==> config.mk <==
export PLATFORM = sky130hd
export DESIGN_NAME = lta_trigger
export DESIGN_NICKNAME = d
export VERILOG_FILES = /design/src/lta_pkg.sv /design/src/lta_trig_unit.sv /design/src/lta_trigger.sv
export SDC_FILE = /design/constraint.sdc
export NUM_CORES = 2
export LEC_CHECK = 0
export BUFFER_PORTS_ARGS = -buffer_cell sky130_fd_sc_hd__clkbuf_2
export CAP_MARGIN = 5
export CORE_MARGIN = 1.5
export CORE_UTILIZATION = 40
export CTS_CLUSTER_SIZE = 16
export DETAILED_ROUTE_END_ITERATION = 16
export GPL_TIMING_DRIVEN = 0
export PLACE_DENSITY_LB_ADDON = 0.08
export SYNTH_ARGS = -nofsm -noshare
export SYNTH_HDL_FRONTEND = slang
export SYNTH_SLANG_ARGS = --single-unit
==> constraint.sdc <==
create_clock -name clock_i -period 9.5 [get_ports clock_i]
set_input_delay 2.85 -clock clock_i [delete_from_list [all_inputs] [get_ports clock_i]]
set_output_delay 2.85 -clock clock_i [all_outputs]
set_load 0.02 [all_outputs]
==> src/lta_pkg.sv <==
// Purpose: shared constants and types of the analyzer trigger block
// Assumes: probes and the register port share the sample clock
// Notes: register offsets are byte addresses on the register port
// What this block does
// - Units compare probes: == != > >= < <=
// - Don't-care bits only for ==, != and serial
// - Edge operators use the value as bit mask
// - Edge unit fires on any enabled bit edge
// - Serial compare matches pattern bits, first first
// - Serial units probe one signal, binary pattern
// - Serial choice fixed; other settings run-time writable
// - Units and expressions fixed at build time
// - Sixteen expressions, each enabled by software
// - Expressions combine units with boolean and sequences
// - Each stage may need a programmed count
// - Sequence depth and counter width stay fixed
// - Event is AND-all or OR-all of expressions
// - Final counter delays trigger until count reached
// - Samples times triggers must fit trace depth
// - Position: 1/16, 1/2, 15/16 or user index
// - Position given as sample index in window
// - NEXT stage must hold the very next clock
// - Consecutive count breaks on any gap
package lta_pkg;
    localparam int NUM_TU    = 4;
    localparam int TU_W      = 8;
    localparam int NUM_EXPR  = 16;
    localparam int SEQ_DEPTH = 4;
    localparam int CNT_W     = 8;
    localparam int FIN_W     = 16;
    localparam int IDX_W     = 11;
    localparam int ADDR_W    = 10;
    localparam int LEN_W     = 4;
    localparam int STG_W     = 27;

    localparam logic [21:0]       TRACE_DEPTH  = 22'h000400;
    localparam logic [NUM_TU-1:0] SERIAL_UNITS = 4'h8;

    typedef enum logic [2:0] {OP_EQ, OP_NE, OP_GT, OP_GE, OP_LT, OP_LE, OP_RISE, OP_FALL} lta_op_e;
    typedef enum logic [1:0] {POS_PRE, POS_CENTER, POS_POST, POS_USER} lta_pos_e;

    // Register byte addresses
    localparam logic [ADDR_W-1:0] A_CTRL     = 10'h000;
    localparam logic [ADDR_W-1:0] A_EXPR_EN  = 10'h004;
    localparam logic [ADDR_W-1:0] A_FINAL    = 10'h008;
    localparam logic [ADDR_W-1:0] A_SPT      = 10'h00C;
    localparam logic [ADDR_W-1:0] A_NTRIG    = 10'h010;
    localparam logic [ADDR_W-1:0] A_POS      = 10'h014;
    localparam logic [ADDR_W-1:0] A_STATUS   = 10'h018;
    localparam logic [ADDR_W-1:0] A_TRIG_CNT = 10'h01C;
    localparam logic [ADDR_W-1:0] A_SER_LEN  = 10'h020;
    localparam logic [ADDR_W-1:0] A_TU_BASE  = 10'h040;
    localparam logic [ADDR_W-1:0] A_TU_END   = 10'h080;
    localparam logic [ADDR_W-1:0] A_STG_BASE = 10'h100;
    localparam logic [ADDR_W-1:0] A_STG_END  = 10'h200;

    // Control bits and fields
    localparam int CTRL_ARM    = 0;
    localparam int CTRL_ALL    = 1;
    localparam int CTRL_FIN_EN = 2;
    localparam int CTRL_CLEAR  = 3;
    localparam int POS_USER_LSB = 16;
    localparam int STG_CNT_LSB = 16;
    localparam int STG_CONSEC  = 24;
    localparam int STG_NEXT    = 25;
    localparam int STG_LAST    = 26;

    // Values after reset
    localparam logic [2:0]       RST_CTRL    = 3'h0;
    localparam logic [FIN_W-1:0] RST_FINAL   = 16'h0001;
    localparam logic [IDX_W-1:0] RST_SPT     = 11'h080;
    localparam logic [IDX_W-1:0] RST_NTRIG   = 11'h001;
    localparam logic [LEN_W-1:0] RST_SER_LEN = 4'h4;
endpackage

==> src/lta_trig_unit.sv <==
`timescale 1ns/1ps
// Purpose: one trigger unit: magnitude, edge or serial compare of its probes
// Assumes: probes already sampled on clock_i
// Notes: a serial unit looks only at probe bit 0 and ignores op_i
module lta_trig_unit #(
    parameter bit SERIAL = 1'b0
) (
    // Clock and reset
    input  wire logic                      clock_i,
    input  wire logic                      arst_n_i,
    input  wire logic                      clear_i,
    // Probes and setup
    input  wire logic [lta_pkg::TU_W-1:0]  probe_i,
    input  wire lta_pkg::lta_op_e          op_i,
    input  wire logic [lta_pkg::TU_W-1:0]  value_i,
    input  wire logic [lta_pkg::TU_W-1:0]  care_i,
    input  wire logic [lta_pkg::LEN_W-1:0] ser_len_i,
    // Result
    output logic                           hit_o
);
    import lta_pkg::*;

    logic [TU_W-1:0]  prev_q, prev_d, hist_q, hist_d, hist_now, len_mask;
    logic [LEN_W-1:0] fill_q, fill_d, fill_now;
    logic             match_eq;

    always_comb begin
        prev_d   = probe_i;
        hist_now = {hist_q[TU_W-2:0], probe_i[0]};
        fill_now = (fill_q == LEN_W'(TU_W)) ? fill_q : fill_q + 4'h1;
        hist_d   = clear_i ? '0 : hist_now;
        fill_d   = clear_i ? '0 : fill_now;
        len_mask = ~({TU_W{1'b1}} << ser_len_i);
        match_eq = ((probe_i ^ value_i) & care_i) == '0;
        if (SERIAL) begin
            hit_o = (((hist_now ^ value_i) & care_i & len_mask) == '0) && (fill_now >= ser_len_i);
        end else begin
            case (op_i)
                OP_EQ:   hit_o = match_eq;
                OP_NE:   hit_o = !match_eq;
                OP_GT:   hit_o = probe_i > value_i;
                OP_GE:   hit_o = probe_i >= value_i;
                OP_LT:   hit_o = probe_i < value_i;
                OP_LE:   hit_o = probe_i <= value_i;
                OP_RISE: hit_o = |(probe_i & ~prev_q & value_i);
                default: hit_o = |(~probe_i & prev_q & value_i);
            endcase
        end
    end

    always_ff @(posedge clock_i or negedge arst_n_i) begin
        if (!arst_n_i) begin
            prev_q <= '0;
            hist_q <= '0;
            fill_q <= '0;
        end else begin
            prev_q <= prev_d;
            hist_q <= hist_d;
            fill_q <= fill_d;
        end
    end
endmodule // lta_trig_unit

==> src/lta_trigger.sv <==
// Decided for this implementation: the plain strobed port and the register offsets.
`timescale 1ns/1ps
// Purpose: trigger engine: units, sequenced expressions, final count, position
// Assumes: probes come from logic on clock_i, which is the sample clock
// Notes: each stage term is a 16-entry truth table indexed by the unit hits
module lta_trigger (
    // Clock and reset
    input  wire logic                                     clock_i,
    input  wire logic                                     arst_n_i,
    // Probes, unit u on bits [u*TU_W +: TU_W]
    input  wire logic [lta_pkg::NUM_TU*lta_pkg::TU_W-1:0] probe_i,
    // Register port
    input  wire logic [lta_pkg::ADDR_W-1:0]               addr_i,
    input  wire logic [31:0]                              wdata_i,
    input  wire logic                                     wr_i,
    input  wire logic                                     rd_i,
    output logic      [31:0]                              rdata_o,
    // Trigger results
    output logic                                          trigger_o,
    output logic      [lta_pkg::IDX_W-1:0]                trig_pos_o,
    output logic                                          done_o
);
    import lta_pkg::*;

    localparam int NSTG = NUM_EXPR * SEQ_DEPTH;

    function automatic logic [CNT_W:0] stage_goal(input logic [STG_W-1:0] w);
        // A count of zero behaves as one
        if (w[STG_CNT_LSB +: CNT_W] == '0) begin
            stage_goal = 9'h001;
        end else begin
            stage_goal = {1'b0, w[STG_CNT_LSB +: CNT_W]};
        end
    endfunction

    function automatic logic term(input logic [STG_W-1:0] w, input logic [NUM_TU-1:0] h);
        term = w[h];
    endfunction

    // Configuration
    logic [2:0]          ctrl_q, ctrl_d;
    logic [NUM_EXPR-1:0] expr_en_q, expr_en_d;
    logic [FIN_W-1:0]    final_q, final_d;
    logic [IDX_W-1:0]    spt_q, spt_d, ntrig_q, ntrig_d, user_q, user_d;
    lta_pos_e            pos_q, pos_d;
    logic [LEN_W-1:0]    ser_len_q, ser_len_d;
    lta_op_e             op_q [NUM_TU];
    lta_op_e             op_d [NUM_TU];
    logic [TU_W-1:0]     val_q [NUM_TU];
    logic [TU_W-1:0]     val_d [NUM_TU];
    logic [TU_W-1:0]     care_q [NUM_TU];
    logic [TU_W-1:0]     care_d [NUM_TU];
    logic [STG_W-1:0]    stg_q [NSTG];
    logic [STG_W-1:0]    stg_d [NSTG];
    logic [31:0]         rdata_q, rdata_d;
    // Engine state
    logic [1:0]          sst_q [NUM_EXPR];
    logic [1:0]          sst_d [NUM_EXPR];
    logic [CNT_W-1:0]    scnt_q [NUM_EXPR];
    logic [CNT_W-1:0]    scnt_d [NUM_EXPR];
    logic [NUM_EXPR-1:0] strict_q, strict_d, sat_q, sat_d, cond, done_seq;
    logic [FIN_W-1:0]    fcnt_q, fcnt_d;
    logic [IDX_W-1:0]    tcnt_q, tcnt_d, trig_pos_q, trig_pos_d, pos_calc;
    logic                trig_q, trig_d, done_q, done_d;
    // Decode and status
    logic [NUM_TU-1:0]   hit;
    logic [1:0]          tu_sel;
    logic [5:0]          stg_sel;
    logic [21:0]         window_prod;
    logic                clear_w, cfg_bad, running, all_ok, any_ok, event_w, fire;

    assign tu_sel      = addr_i[5:4];
    assign stg_sel     = addr_i[7:2];
    assign clear_w     = wr_i && addr_i == A_CTRL && wdata_i[CTRL_CLEAR];
    assign window_prod = 22'(spt_q) * 22'(ntrig_q);
    assign cfg_bad     = window_prod > TRACE_DEPTH || spt_q == '0 || ntrig_q == '0;
    assign running     = ctrl_q[CTRL_ARM] && !done_q && !cfg_bad;

    for (genvar u = 0; u < NUM_TU; u++) begin : g_tu
        lta_trig_unit #(.SERIAL(SERIAL_UNITS[u])) u_tu (
            .clock_i   (clock_i),
            .arst_n_i  (arst_n_i),
            .clear_i   (clear_w),
            .probe_i   (probe_i[u*TU_W +: TU_W]),
            .op_i      (op_q[u]),
            .value_i   (val_q[u]),
            .care_i    (care_q[u]),
            .ser_len_i (ser_len_q),
            .hit_o     (hit[u])
        );
    end

    // Register writes and reads
    always_comb begin
        ctrl_d    = ctrl_q;
        expr_en_d = expr_en_q;
        final_d   = final_q;
        spt_d     = spt_q;
        ntrig_d   = ntrig_q;
        user_d    = user_q;
        pos_d     = pos_q;
        ser_len_d = ser_len_q;
        op_d      = op_q;
        val_d     = val_q;
        care_d    = care_q;
        stg_d     = stg_q;
        rdata_d   = '0;
        if (wr_i) begin
            if (addr_i == A_CTRL) begin
                ctrl_d = wdata_i[2:0];
            end else if (addr_i == A_EXPR_EN) begin
                expr_en_d = wdata_i[NUM_EXPR-1:0];
            end else if (addr_i == A_FINAL) begin
                final_d = wdata_i[FIN_W-1:0];
            end else if (addr_i == A_SPT) begin
                spt_d = wdata_i[IDX_W-1:0];
            end else if (addr_i == A_NTRIG) begin
                ntrig_d = wdata_i[IDX_W-1:0];
            end else if (addr_i == A_POS) begin
                pos_d  = lta_pos_e'(wdata_i[1:0]);
                user_d = wdata_i[POS_USER_LSB +: IDX_W];
            end else if (addr_i == A_SER_LEN) begin
                ser_len_d = wdata_i[LEN_W-1:0];
            end else if (addr_i >= A_TU_BASE && addr_i < A_TU_END) begin
                if (addr_i[3:2] == 2'h0 && !SERIAL_UNITS[tu_sel]) begin
                    op_d[tu_sel] = lta_op_e'(wdata_i[2:0]);
                end else if (addr_i[3:2] == 2'h1) begin
                    val_d[tu_sel] = wdata_i[TU_W-1:0];
                end else if (addr_i[3:2] == 2'h2) begin
                    care_d[tu_sel] = wdata_i[TU_W-1:0];
                end
            end else if (addr_i >= A_STG_BASE && addr_i < A_STG_END) begin
                stg_d[stg_sel] = wdata_i[STG_W-1:0];
            end
        end
        if (rd_i) begin
            if (addr_i == A_CTRL) begin
                rdata_d = 32'(ctrl_q);
            end else if (addr_i == A_EXPR_EN) begin
                rdata_d = 32'(expr_en_q);
            end else if (addr_i == A_FINAL) begin
                rdata_d = 32'(final_q);
            end else if (addr_i == A_SPT) begin
                rdata_d = 32'(spt_q);
            end else if (addr_i == A_NTRIG) begin
                rdata_d = 32'(ntrig_q);
            end else if (addr_i == A_POS) begin
                rdata_d = {5'h00, user_q, 14'h0000, pos_q};
            end else if (addr_i == A_STATUS) begin
                rdata_d = 32'({cfg_bad, done_q, sat_q});
            end else if (addr_i == A_TRIG_CNT) begin
                rdata_d = 32'(tcnt_q);
            end else if (addr_i == A_SER_LEN) begin
                rdata_d = 32'(ser_len_q);
            end else if (addr_i >= A_TU_BASE && addr_i < A_TU_END) begin
                if (addr_i[3:2] == 2'h0) begin
                    rdata_d = 32'(op_q[tu_sel]);
                end else if (addr_i[3:2] == 2'h1) begin
                    rdata_d = 32'(val_q[tu_sel]);
                end else if (addr_i[3:2] == 2'h2) begin
                    rdata_d = 32'(care_q[tu_sel]);
                end
            end else if (addr_i >= A_STG_BASE && addr_i < A_STG_END) begin
                rdata_d = 32'(stg_q[stg_sel]);
            end
        end
    end

    always_ff @(posedge clock_i or negedge arst_n_i) begin
        if (!arst_n_i) begin
            ctrl_q    <= RST_CTRL;
            expr_en_q <= '0;
            final_q   <= RST_FINAL;
            spt_q     <= RST_SPT;
            ntrig_q   <= RST_NTRIG;
            user_q    <= '0;
            pos_q     <= POS_PRE;
            ser_len_q <= RST_SER_LEN;
            rdata_q   <= '0;
            for (int u = 0; u < NUM_TU; u++) begin
                op_q[u]   <= OP_EQ;
                val_q[u]  <= '0;
                care_q[u] <= '1;
            end
            for (int s = 0; s < NSTG; s++) begin
                stg_q[s] <= '0;
            end
        end else begin
            ctrl_q    <= ctrl_d;
            expr_en_q <= expr_en_d;
            final_q   <= final_d;
            spt_q     <= spt_d;
            ntrig_q   <= ntrig_d;
            user_q    <= user_d;
            pos_q     <= pos_d;
            ser_len_q <= ser_len_d;
            rdata_q   <= rdata_d;
            op_q      <= op_d;
            val_q     <= val_d;
            care_q    <= care_d;
            stg_q     <= stg_d;
        end
    end

    // Sequence engine, event forming, final count and position
    always_comb begin
        logic [STG_W-1:0] w;
        w        = '0;
        sst_d    = sst_q;
        scnt_d   = scnt_q;
        strict_d = strict_q;
        done_seq = '0;
        cond     = '0;
        for (int e = 0; e < NUM_EXPR; e++) begin
            w       = stg_q[e*SEQ_DEPTH + int'(sst_q[e])];
            cond[e] = term(w, hit);
            if (clear_w || !running) begin
                sst_d[e]    = '0;
                scnt_d[e]   = '0;
                strict_d[e] = 1'b0;
            end else if (cond[e]) begin
                if ({1'b0, scnt_q[e]} + 9'h001 >= stage_goal(w)) begin
                    scnt_d[e] = '0;
                    if (w[STG_LAST] || sst_q[e] == 2'(SEQ_DEPTH-1)) begin
                        done_seq[e] = 1'b1;
                        sst_d[e]    = '0;
                        strict_d[e] = 1'b0;
                    end else begin
                        sst_d[e]    = sst_q[e] + 2'h1;
                        strict_d[e] = stg_q[e*SEQ_DEPTH + int'(sst_q[e]) + 1][STG_NEXT];
                    end
                end else begin
                    scnt_d[e]   = scnt_q[e] + 8'h01;
                    strict_d[e] = w[STG_CONSEC];
                end
            end else if (strict_q[e]) begin
                sst_d[e]    = '0;
                scnt_d[e]   = '0;
                strict_d[e] = 1'b0;
            end
        end
        all_ok  = (&(sat_q | ~expr_en_q)) && (|expr_en_q);
        any_ok  = |(sat_q & expr_en_q);
        event_w = running && (ctrl_q[CTRL_ALL] ? all_ok : any_ok);
        // A sequence that completes as the event clears still counts
        sat_d   = clear_w ? '0 : ((event_w ? '0 : sat_q) | done_seq);
        case (pos_q)
            POS_PRE:    pos_calc = spt_q >> 4;
            POS_CENTER: pos_calc = spt_q >> 1;
            POS_POST:   pos_calc = spt_q - (spt_q >> 4);
            default:    pos_calc = (user_q < spt_q) ? user_q : spt_q - 11'h001;
        endcase
        fcnt_d = fcnt_q;
        fire   = 1'b0;
        if (clear_w) begin
            fcnt_d = '0;
        end else if (event_w) begin
            if (ctrl_q[CTRL_FIN_EN] && {1'b0, fcnt_q} + 17'h00001 < {1'b0, final_q}) begin
                fcnt_d = fcnt_q + 16'h0001;
            end else begin
                fcnt_d = '0;
                fire   = 1'b1;
            end
        end
        trig_d     = fire;
        trig_pos_d = fire ? pos_calc : trig_pos_q;
        tcnt_d     = clear_w ? '0 : (fire ? tcnt_q + 11'h001 : tcnt_q);
        done_d     = clear_w ? 1'b0 : (done_q || (fire && tcnt_q + 11'h001 >= ntrig_q));
    end

    always_ff @(posedge clock_i or negedge arst_n_i) begin
        if (!arst_n_i) begin
            for (int e = 0; e < NUM_EXPR; e++) begin
                sst_q[e]  <= '0;
                scnt_q[e] <= '0;
            end
            strict_q   <= '0;
            sat_q      <= '0;
            fcnt_q     <= '0;
            tcnt_q     <= '0;
            trig_pos_q <= '0;
            trig_q     <= 1'b0;
            done_q     <= 1'b0;
        end else begin
            sst_q      <= sst_d;
            scnt_q     <= scnt_d;
            strict_q   <= strict_d;
            sat_q      <= sat_d;
            fcnt_q     <= fcnt_d;
            tcnt_q     <= tcnt_d;
            trig_pos_q <= trig_pos_d;
            trig_q     <= trig_d;
            done_q     <= done_d;
        end
    end

    assign rdata_o    = rdata_q;
    assign trigger_o  = trig_q;
    assign trig_pos_o = trig_pos_q;
    assign done_o     = done_q;
endmodule // lta_trigger

# --- Word level (Yosys, flattened, before mapping) ---
# Index checks and enable logic that the tools add are counted.
word_totals:
  rom_bits: 0
  ramBits: 0
  latch_bits: 0
  elab_cells: 1060
  inputBits: 78
  output_inout_bits: 45
  mem_count: 0
  register_bits: 2177
op_classes:
  n_div: 0
  n_shift: 1
  mux: 507
  reduce_logical: 123
  n_mul: 1
  n_eq_ne: 63
  n_addsub: 85
  bitwise_logic: 76
  order_cmp: 75
ops:
  columns: ["operator", "n"]
  rows:
  - ["$bmux W27 S6", 33]
  - ["$bwmux W1728", 1]
  - ["$ge A32 B7 Y1 const B", 32]
  - ["$mux W27", 36]
  - ["$mux W26", 32]
  - ["$mux W8", 88]
  - ["$not A32 Y32", 15]
  - ["$mux W32", 11]
  - ["$mux W9", 32]
  - ["$not A8 Y32", 8]
  - ["$demux W27 S6", 1]
  - ["$logic_not A8 Y1", 20]
  - ["$mux W2", 80]
  - ["$mux W1", 150]
  - ["$add A8 B1 Y9 const B", 16]
  - ["$ge A9 B9 Y1", 16]
  - ["$and A8 B8 Y8", 17]
  - ["$add A8 B1 Y8 const B", 16]
  - ["$not A7 Y32", 4]
  - ["$mux W16", 5]
  - ["$add A7 B1 Y8 const B", 8]
  - ["$bmux W1 S4", 16]
  - ["$bwmux W32", 2]
  - ["$not A6 Y32", 2]
  - ["92 further kinds", 290]

# --- Longest topological paths before layout ---
logic_depth:
  ltp_word: 18
  ltp_mapped: 27
  depth_no_buf: 23

# --- Modules after synthesis ---
# Synthesis repeated with hierarchy kept, for this count alone.
unflattened:
  cells_unflattened: 8975
  area_unflattened_um2: 122962.9
by_module_without_submodules:
  columns: ["module", "seq_area_each_um2", "instances", "area_per_inst_um2", "cells_each"]
  rows:
  - ["lta_trigger", 53521.3, 1, 120120.2, 8649]
  - ["lta_trig_unit at g_tu[0].u_tu ...", 200.2, 3, 715.7, 85]
  - ["lta_trig_unit at g_tu[3].u_tu", 275.3, 1, 695.7, 71]

# --- Worst setup path before layout ---
# No wires, ideal clock.
synth_path:
  path_kind: "flip-flop to flip-flop"
  start: "reg spt_q[7]"
  end: "reg tcnt_q[9]"
  setup_time_ps: 120
  slack_ps: 3018
  arrival_time_ps: 6361
  path_stages_with_launch: 25
  period_less_slack_ps: 6482
  path_buffers: 3
  t_required_ps: 9380
  cell_sequence: "dfstp_2 -> clkbuf_1 -> nand2_1 -> fa_1 -> fa_1 -> fa_1 -> inv_1 -> fa_1 -> inv_1 -> fa_1 -> inv_1 -> ha_1 -> a21o_1 -> a21o_1 -> a21oi_1 -> nand2_1 -> a311oi_1 -> mux2i_1 -> o2111ai_1 -> or4b_1 -> buf_2 -> nor2b_4 -> buf_4 -> a21oi_1 -> a31o_2"
synth_via:
  elab_chain_len: 10
  elab_cells_between_ends: 11
  classes_between: "mul: 1; order compare: 1; mux: 2; reduce/logical: 7"
synth_rtl:
  columns: ["item", "line_no", "rtl"]
  rows:
  - ["start: declaration", "lta_trigger.sv:44", "logic [IDX_W-1:0] spt_q, spt_d, ntrig_q, ntrig_d, user_q, user_d;"]
  - ["start signal: assignment", "lta_trigger.sv:192", "spt_q <= spt_d;"]
  - ["$mul A11 B11 Y22", "lta_trigger.sv:75", "assign window_prod = 22'(spt_q) * 22'(ntrig_q);"]
  - ["$gt A22 B11 Y1", "lta_trigger.sv:76", "assign cfg_bad = window_prod > TRACE_DEPTH || spt_q == '0 || ntrig_q == '0;"]
  - ["$logic_or A1 B1 Y1 * (2 in series)", "lta_trigger.sv:76", null]
  - ["$logic_not A1 Y1 *", "lta_trigger.sv:77", "assign running = ctrl_q[CTRL_ARM] && !done_q && !cfg_bad;"]
  - ["$logic_and A1 B1 Y1 *", "lta_trigger.sv:77", null]
  - ["$logic_and A1 B1 Y1 *", "lta_trigger.sv:244", "event_w = running && (ctrl_q[CTRL_ALL] ? all_ok : any_ok);"]
  - ["$mux W1 *", "lta_trigger.sv:257", "end else if (event_w) begin"]
  - ["$mux W1 *", "lta_trigger.sv:255", "if (clear_w) begin"]
  - ["$reduce_bool A2 Y1 (no line) *", null, null]
  - ["end signal: assignment", "lta_trigger.sv:290", "tcnt_q <= tcnt_d;"]
  - ["end: declaration", "lta_trigger.sv:63", "logic [IDX_W-1:0] tcnt_q, tcnt_d, trig_pos_q, trig_pos_d, pos_calc;"]
# Every way passes the cells marked *; elsewhere a longest branch is shown, timed or not.
# A chain may end at the register's enable or synchronous reset.

# --- Final worst setup path ---
layout_path:
  start: "reg spt_q[1]"
  end: "reg sat_q[5]"
layout_via:
  elab_chain_len: 11
  elab_cells_between_ends: 14
  classes_between: "mul: 1; order compare: 1; mux: 3; bitwise: 1; reduce/logical: 8"
layout_rtl:
  columns: ["item", "line_no", "rtl"]
  rows:
  - ["$mul A11 B11 Y22", "lta_trigger.sv:75", null]
  - ["$gt A22 B11 Y1", "lta_trigger.sv:76", null]
  - ["$logic_or A1 B1 Y1 * (2 in series)", "lta_trigger.sv:76", null]
  - ["$logic_not A1 Y1 *", "lta_trigger.sv:77", null]
  - ["$logic_and A1 B1 Y1 *", "lta_trigger.sv:77", null]
  - ["$logic_not A1 Y1", "lta_trigger.sv:217", "if (clear_w || !running) begin"]
  - ["$logic_or A1 B1 Y1", "lta_trigger.sv:217", null]
  - ["$mux W1", "lta_trigger.sv:217", null]
  - ["$or A16 B16 Y16 *", "lta_trigger.sv:246", "sat_d = clear_w ? '0 : ((event_w ? '0 : sat_q) | done_seq);"]
  - ["$mux W16 *", "lta_trigger.sv:246", null]
  - ["named net sat_d[5]", "lta_trigger.sv:61", "logic [NUM_EXPR-1:0] strict_q, strict_d, sat_q, sat_d, cond, done_seq;"]
  - ["end signal: assignment", "lta_trigger.sv:288", "sat_q <= sat_d;"]
  - ["end: declaration", "lta_trigger.sv:61", null]
# Mark *: on every way through the listed nets, which the timed path passes. The rest lies on a longest branch.

==> results.json <==
{
  "netlist_area_um2": 123000,
  "first_global_vias": 87400,
  "cts-root-buf": "clkbuf_16",
  "ys_seq_area_share_pct": 44.4,
  "rows": 203,
  "power_density_nw_per_um2": 170,
  "rsz0062_at_grt": "no",
  "startpoint_type": "flop",
  "seq_area_um2": 54400,
  "viasPerCell": 6.23,
  "grt_pass1_wl_um": 694000,
  "grt_max_degree": 114,
  "crit_type": "reg2reg",
  "layout_commonest_cell": "dfrtp_1",
  "p_int_uw": 17000,
  "status": "finished, violations left",
  "drt-pass1-iter-count": 6,
  "tns_ps": 0,
  "wl_um": 501000,
  "antenna_found_initial": 61,
  "period_share_pct": 97.1,
  "vias": 86000,
  "htreeDepth": 5,
  "clk_latency_ps": 920,
  "drt_iter0_markers": 9129,
  "min-delay-start": "op_q[1]",
  "crit_arrival_ps": 10030,
  "syn_avg_cell_area_um2": 13.6,
  "tightest_slew_ps": 1630,
  "finalMaxSlewViolations": 36,
  "cts_hold_buf": 0,
  "final_antenna_net_count": 0,
  "wl_per_cell_um": 36.3,
  "min_period_ps": 9220,
  "portBuffers": 73,
  "worstPathRequired_ps": 10300,
  "place_hpwl_um": 393000,
  "globalRouteMet2Util_pct": 50.9,
  "p_sw_uw": 6590,
  "power_leakage_uw": 0.0625,
  "final_nets": 9927,
  "failed_checks": "max-capacitance violations, max-slew violations",
  "synth_edf_count": 0,
  "syn_inst": 9034,
  "max_slew_margin_pct": -8.85,
  "synthArstFlopShare_pct": 100,
  "synthFlopType": "dfrtp_1",
  "r2r_cells": 22,
  "fillers": 27500,
  "setup_violations": 0,
  "post_cts.repair.setup_buffers": 0,
  "cts_tree": "done",
  "ios": 123,
  "cap_violations": 4,
  "min_to": "op_q[1]",
  "fmax_mhz": 108,
  "drive_gt1_share_pct": 38.7,
  "pwr-share-clk_pct": 45.1,
  "irDropWorstVdd_mv": 0.136,
  "start_util_pct": 40.1,
  "grt_overflow": 0,
  "cp-end-kind": "flop",
  "busiest_layer": "met2",
  "grt_use_total_pct": 32.3,
  "hold_violations": 0,
  "total_power_uw": 23600,
  "grtUsageMet3_pct": 7.10,
  "switching_share_pct": 27.9,
  "synth_warnings": 0,
  "fp.coreArea_um2": 305000,
  "place_congestion": 0.958,
  "combPwrFrac_pct": 12.7,
  "ys_ff_latch": 2172,
  "clock_sinks": 2172,
  "drc_errors": 0,
  "area_delta_synth_final_pct": 13.4,
  "clkSlewWorstSetupHoldPaths_ps": 60,
  "cts_buffer_depth": 4,
  "die_x_um": 556,
  "fin_skew_ps": 52.4,
  "numCtsBuffers": 270,
  "dieArea_um2": 310000,
  "synth_cell_type_count": 87,
  "rr_startpoint": "spt_q[1]",
  "ff2ff_setup_slack_ps": 280,
  "die_h_um": 556,
  "worstHoldPathType": "reg2reg",
  "reg2reg_to": "sat_q[5]",
  "hold_path_depth": 1,
  "sequentialPowerShare_pct": 42.3,
  "multi_input_area_um2": 64000,
  "layout_common_cells": "2136 x dfrtp_1, 1855 x mux2_2, 1025 x mux4_2",
  "grtUsageMet1_pct": 41.9,
  "cp_max_fo": 10
}
==> routing by layer <==
metal	wire, um	up-vias
met5	149	-
met4	30100	16
met3	41000	1020
met2	230000	3753
met1	200000	46200
li1	-	35000
==> worst max-delay path, stage by stage, from the launching register on <==
cell	delay [ps]
dfrtp_1	400
clkdlybuf4s15_1	710
clkinv_1	610
nor2_1	270
fa_1	460
fa_1	510
fa_1	420
fa_1	490
inv_1	50
fa_1	470
inv_1	40
ha_1	370
nand2_1	90
a211o_1	280
a31oi_1	270
mux2_2	370
nor3_1	310
o211a_1	330
and4bb_2	430
buf_2	320
buf_1	780
o2111ai_1	800
a21oi_1	330
==> flip-flops by register name (all words and copies together) (netlist names), 2 cells and up <==
name	cells
ser_len_q	4
final_q	16
tcnt_q	11
sat_q	16
expr_en_q	16
spt_q	11
sst_q	32
ntrig_q	11
op_q	12
rdata_o	27
user_q	11
stg_q	1728
g_tu.u_tu.prev_q	24
fcnt_q	16
g_tu.u_tu.fill_q	4
care_q	32
ctrl_q	3
scnt_q	128
val_q	32
trig_pos_o	11
pos_q	2
g_tu.u_tu.hist_q	7
strict_q	16
==> how the worst max path moves through the flow <==
stage / from / end / slack, ps
detailed placement: spt_q[3] / sat_q[11] / -190
global route: spt_q[8] / sat_q[5] / 20
finish: spt_q[1] / sat_q[5] / 280
floorplan: spt_q[7] / tcnt_q[9] / 3020
CTS: spt_q[1] / sat_q[11] / 200
global placement: arst_n_i / stg_q[648] / -50420
==> final cells by class <==
| class | count | area share, % |
|---|---|---|
| Antenna cell | 29 | 0.0522 |
| Buffer | 719 | 2.09 |
| Clock buffer | 405 | 5.91 |
| Clock inverter | 67 | 0.537 |
| Inverter | 381 | 1.03 |
| Multi-Input combinational cell | 5765 | 46.1 |
| Sequential cell | 2172 | 39.2 |
| Tap cell | 4100 | 3.69 |
| Timing Repair Buffer | 163 | 1.44 |
==> through the flow <==
step                      util [%]  setup WS [ps]  instance area, um2  hold slack (ps)  cells
after floorplan                  -           3020              123000              424   9038
after global placement        41.9         -50420              128000              435  13200
after detailed placement      42.5           -187              130000              446  13300
after CTS                     45.4            197              139000              461  13800
after global routing          45.5           24.3              139000              475  13800
final                         45.5            280              139000              465  13800
==> timing repair <==
action                                  CTS  global route
resized for setup                         3             7
endpoints found under the setup margin    4             9
pin swaps                                 4             2
==> power by group through the flow <==
stage	sequential, uW	combinational, uW	clock (uW)
floorplan	10000	1540	0
global placement	10100	2780	0
detailed placement	10100	2910	0
CTS	9940	2920	10800
global route	10000	3100	11100
finish	9960	2980	10600
==> synth_stat cells (62+ instances only) <==
library cell	number	area, um2
nand2_1	376	1410
a21o_1	92	691
nand3_1	211	1060
nand2b_1	129	807
and3_1	62	388
fa_1	81	1620
buf_1	93	349
ha_1	296	3700
mux2_2	1855	20900
clkbuf_1	566	2120
inv_1	370	1390
xnor2_1	65	569
a21oi_1	310	1550
o21ai_0	223	1120
mux4_2	1025	23100
dfrtp_1	2136	53500
nor2_1	230	863
==> logic make-up after synthesis <==
kind of cell	share of synthesized area [%]
AOI/OAI and AO/OA	5.20
adders and majority gates	4.35
DFF	44.4
buffers and inverters	3.45
xor gates and xnor gates	0.758
other	0.00306
and+or+nand+nor	5.60
muxes	36.2
Power figures use the tool's default switching activity.
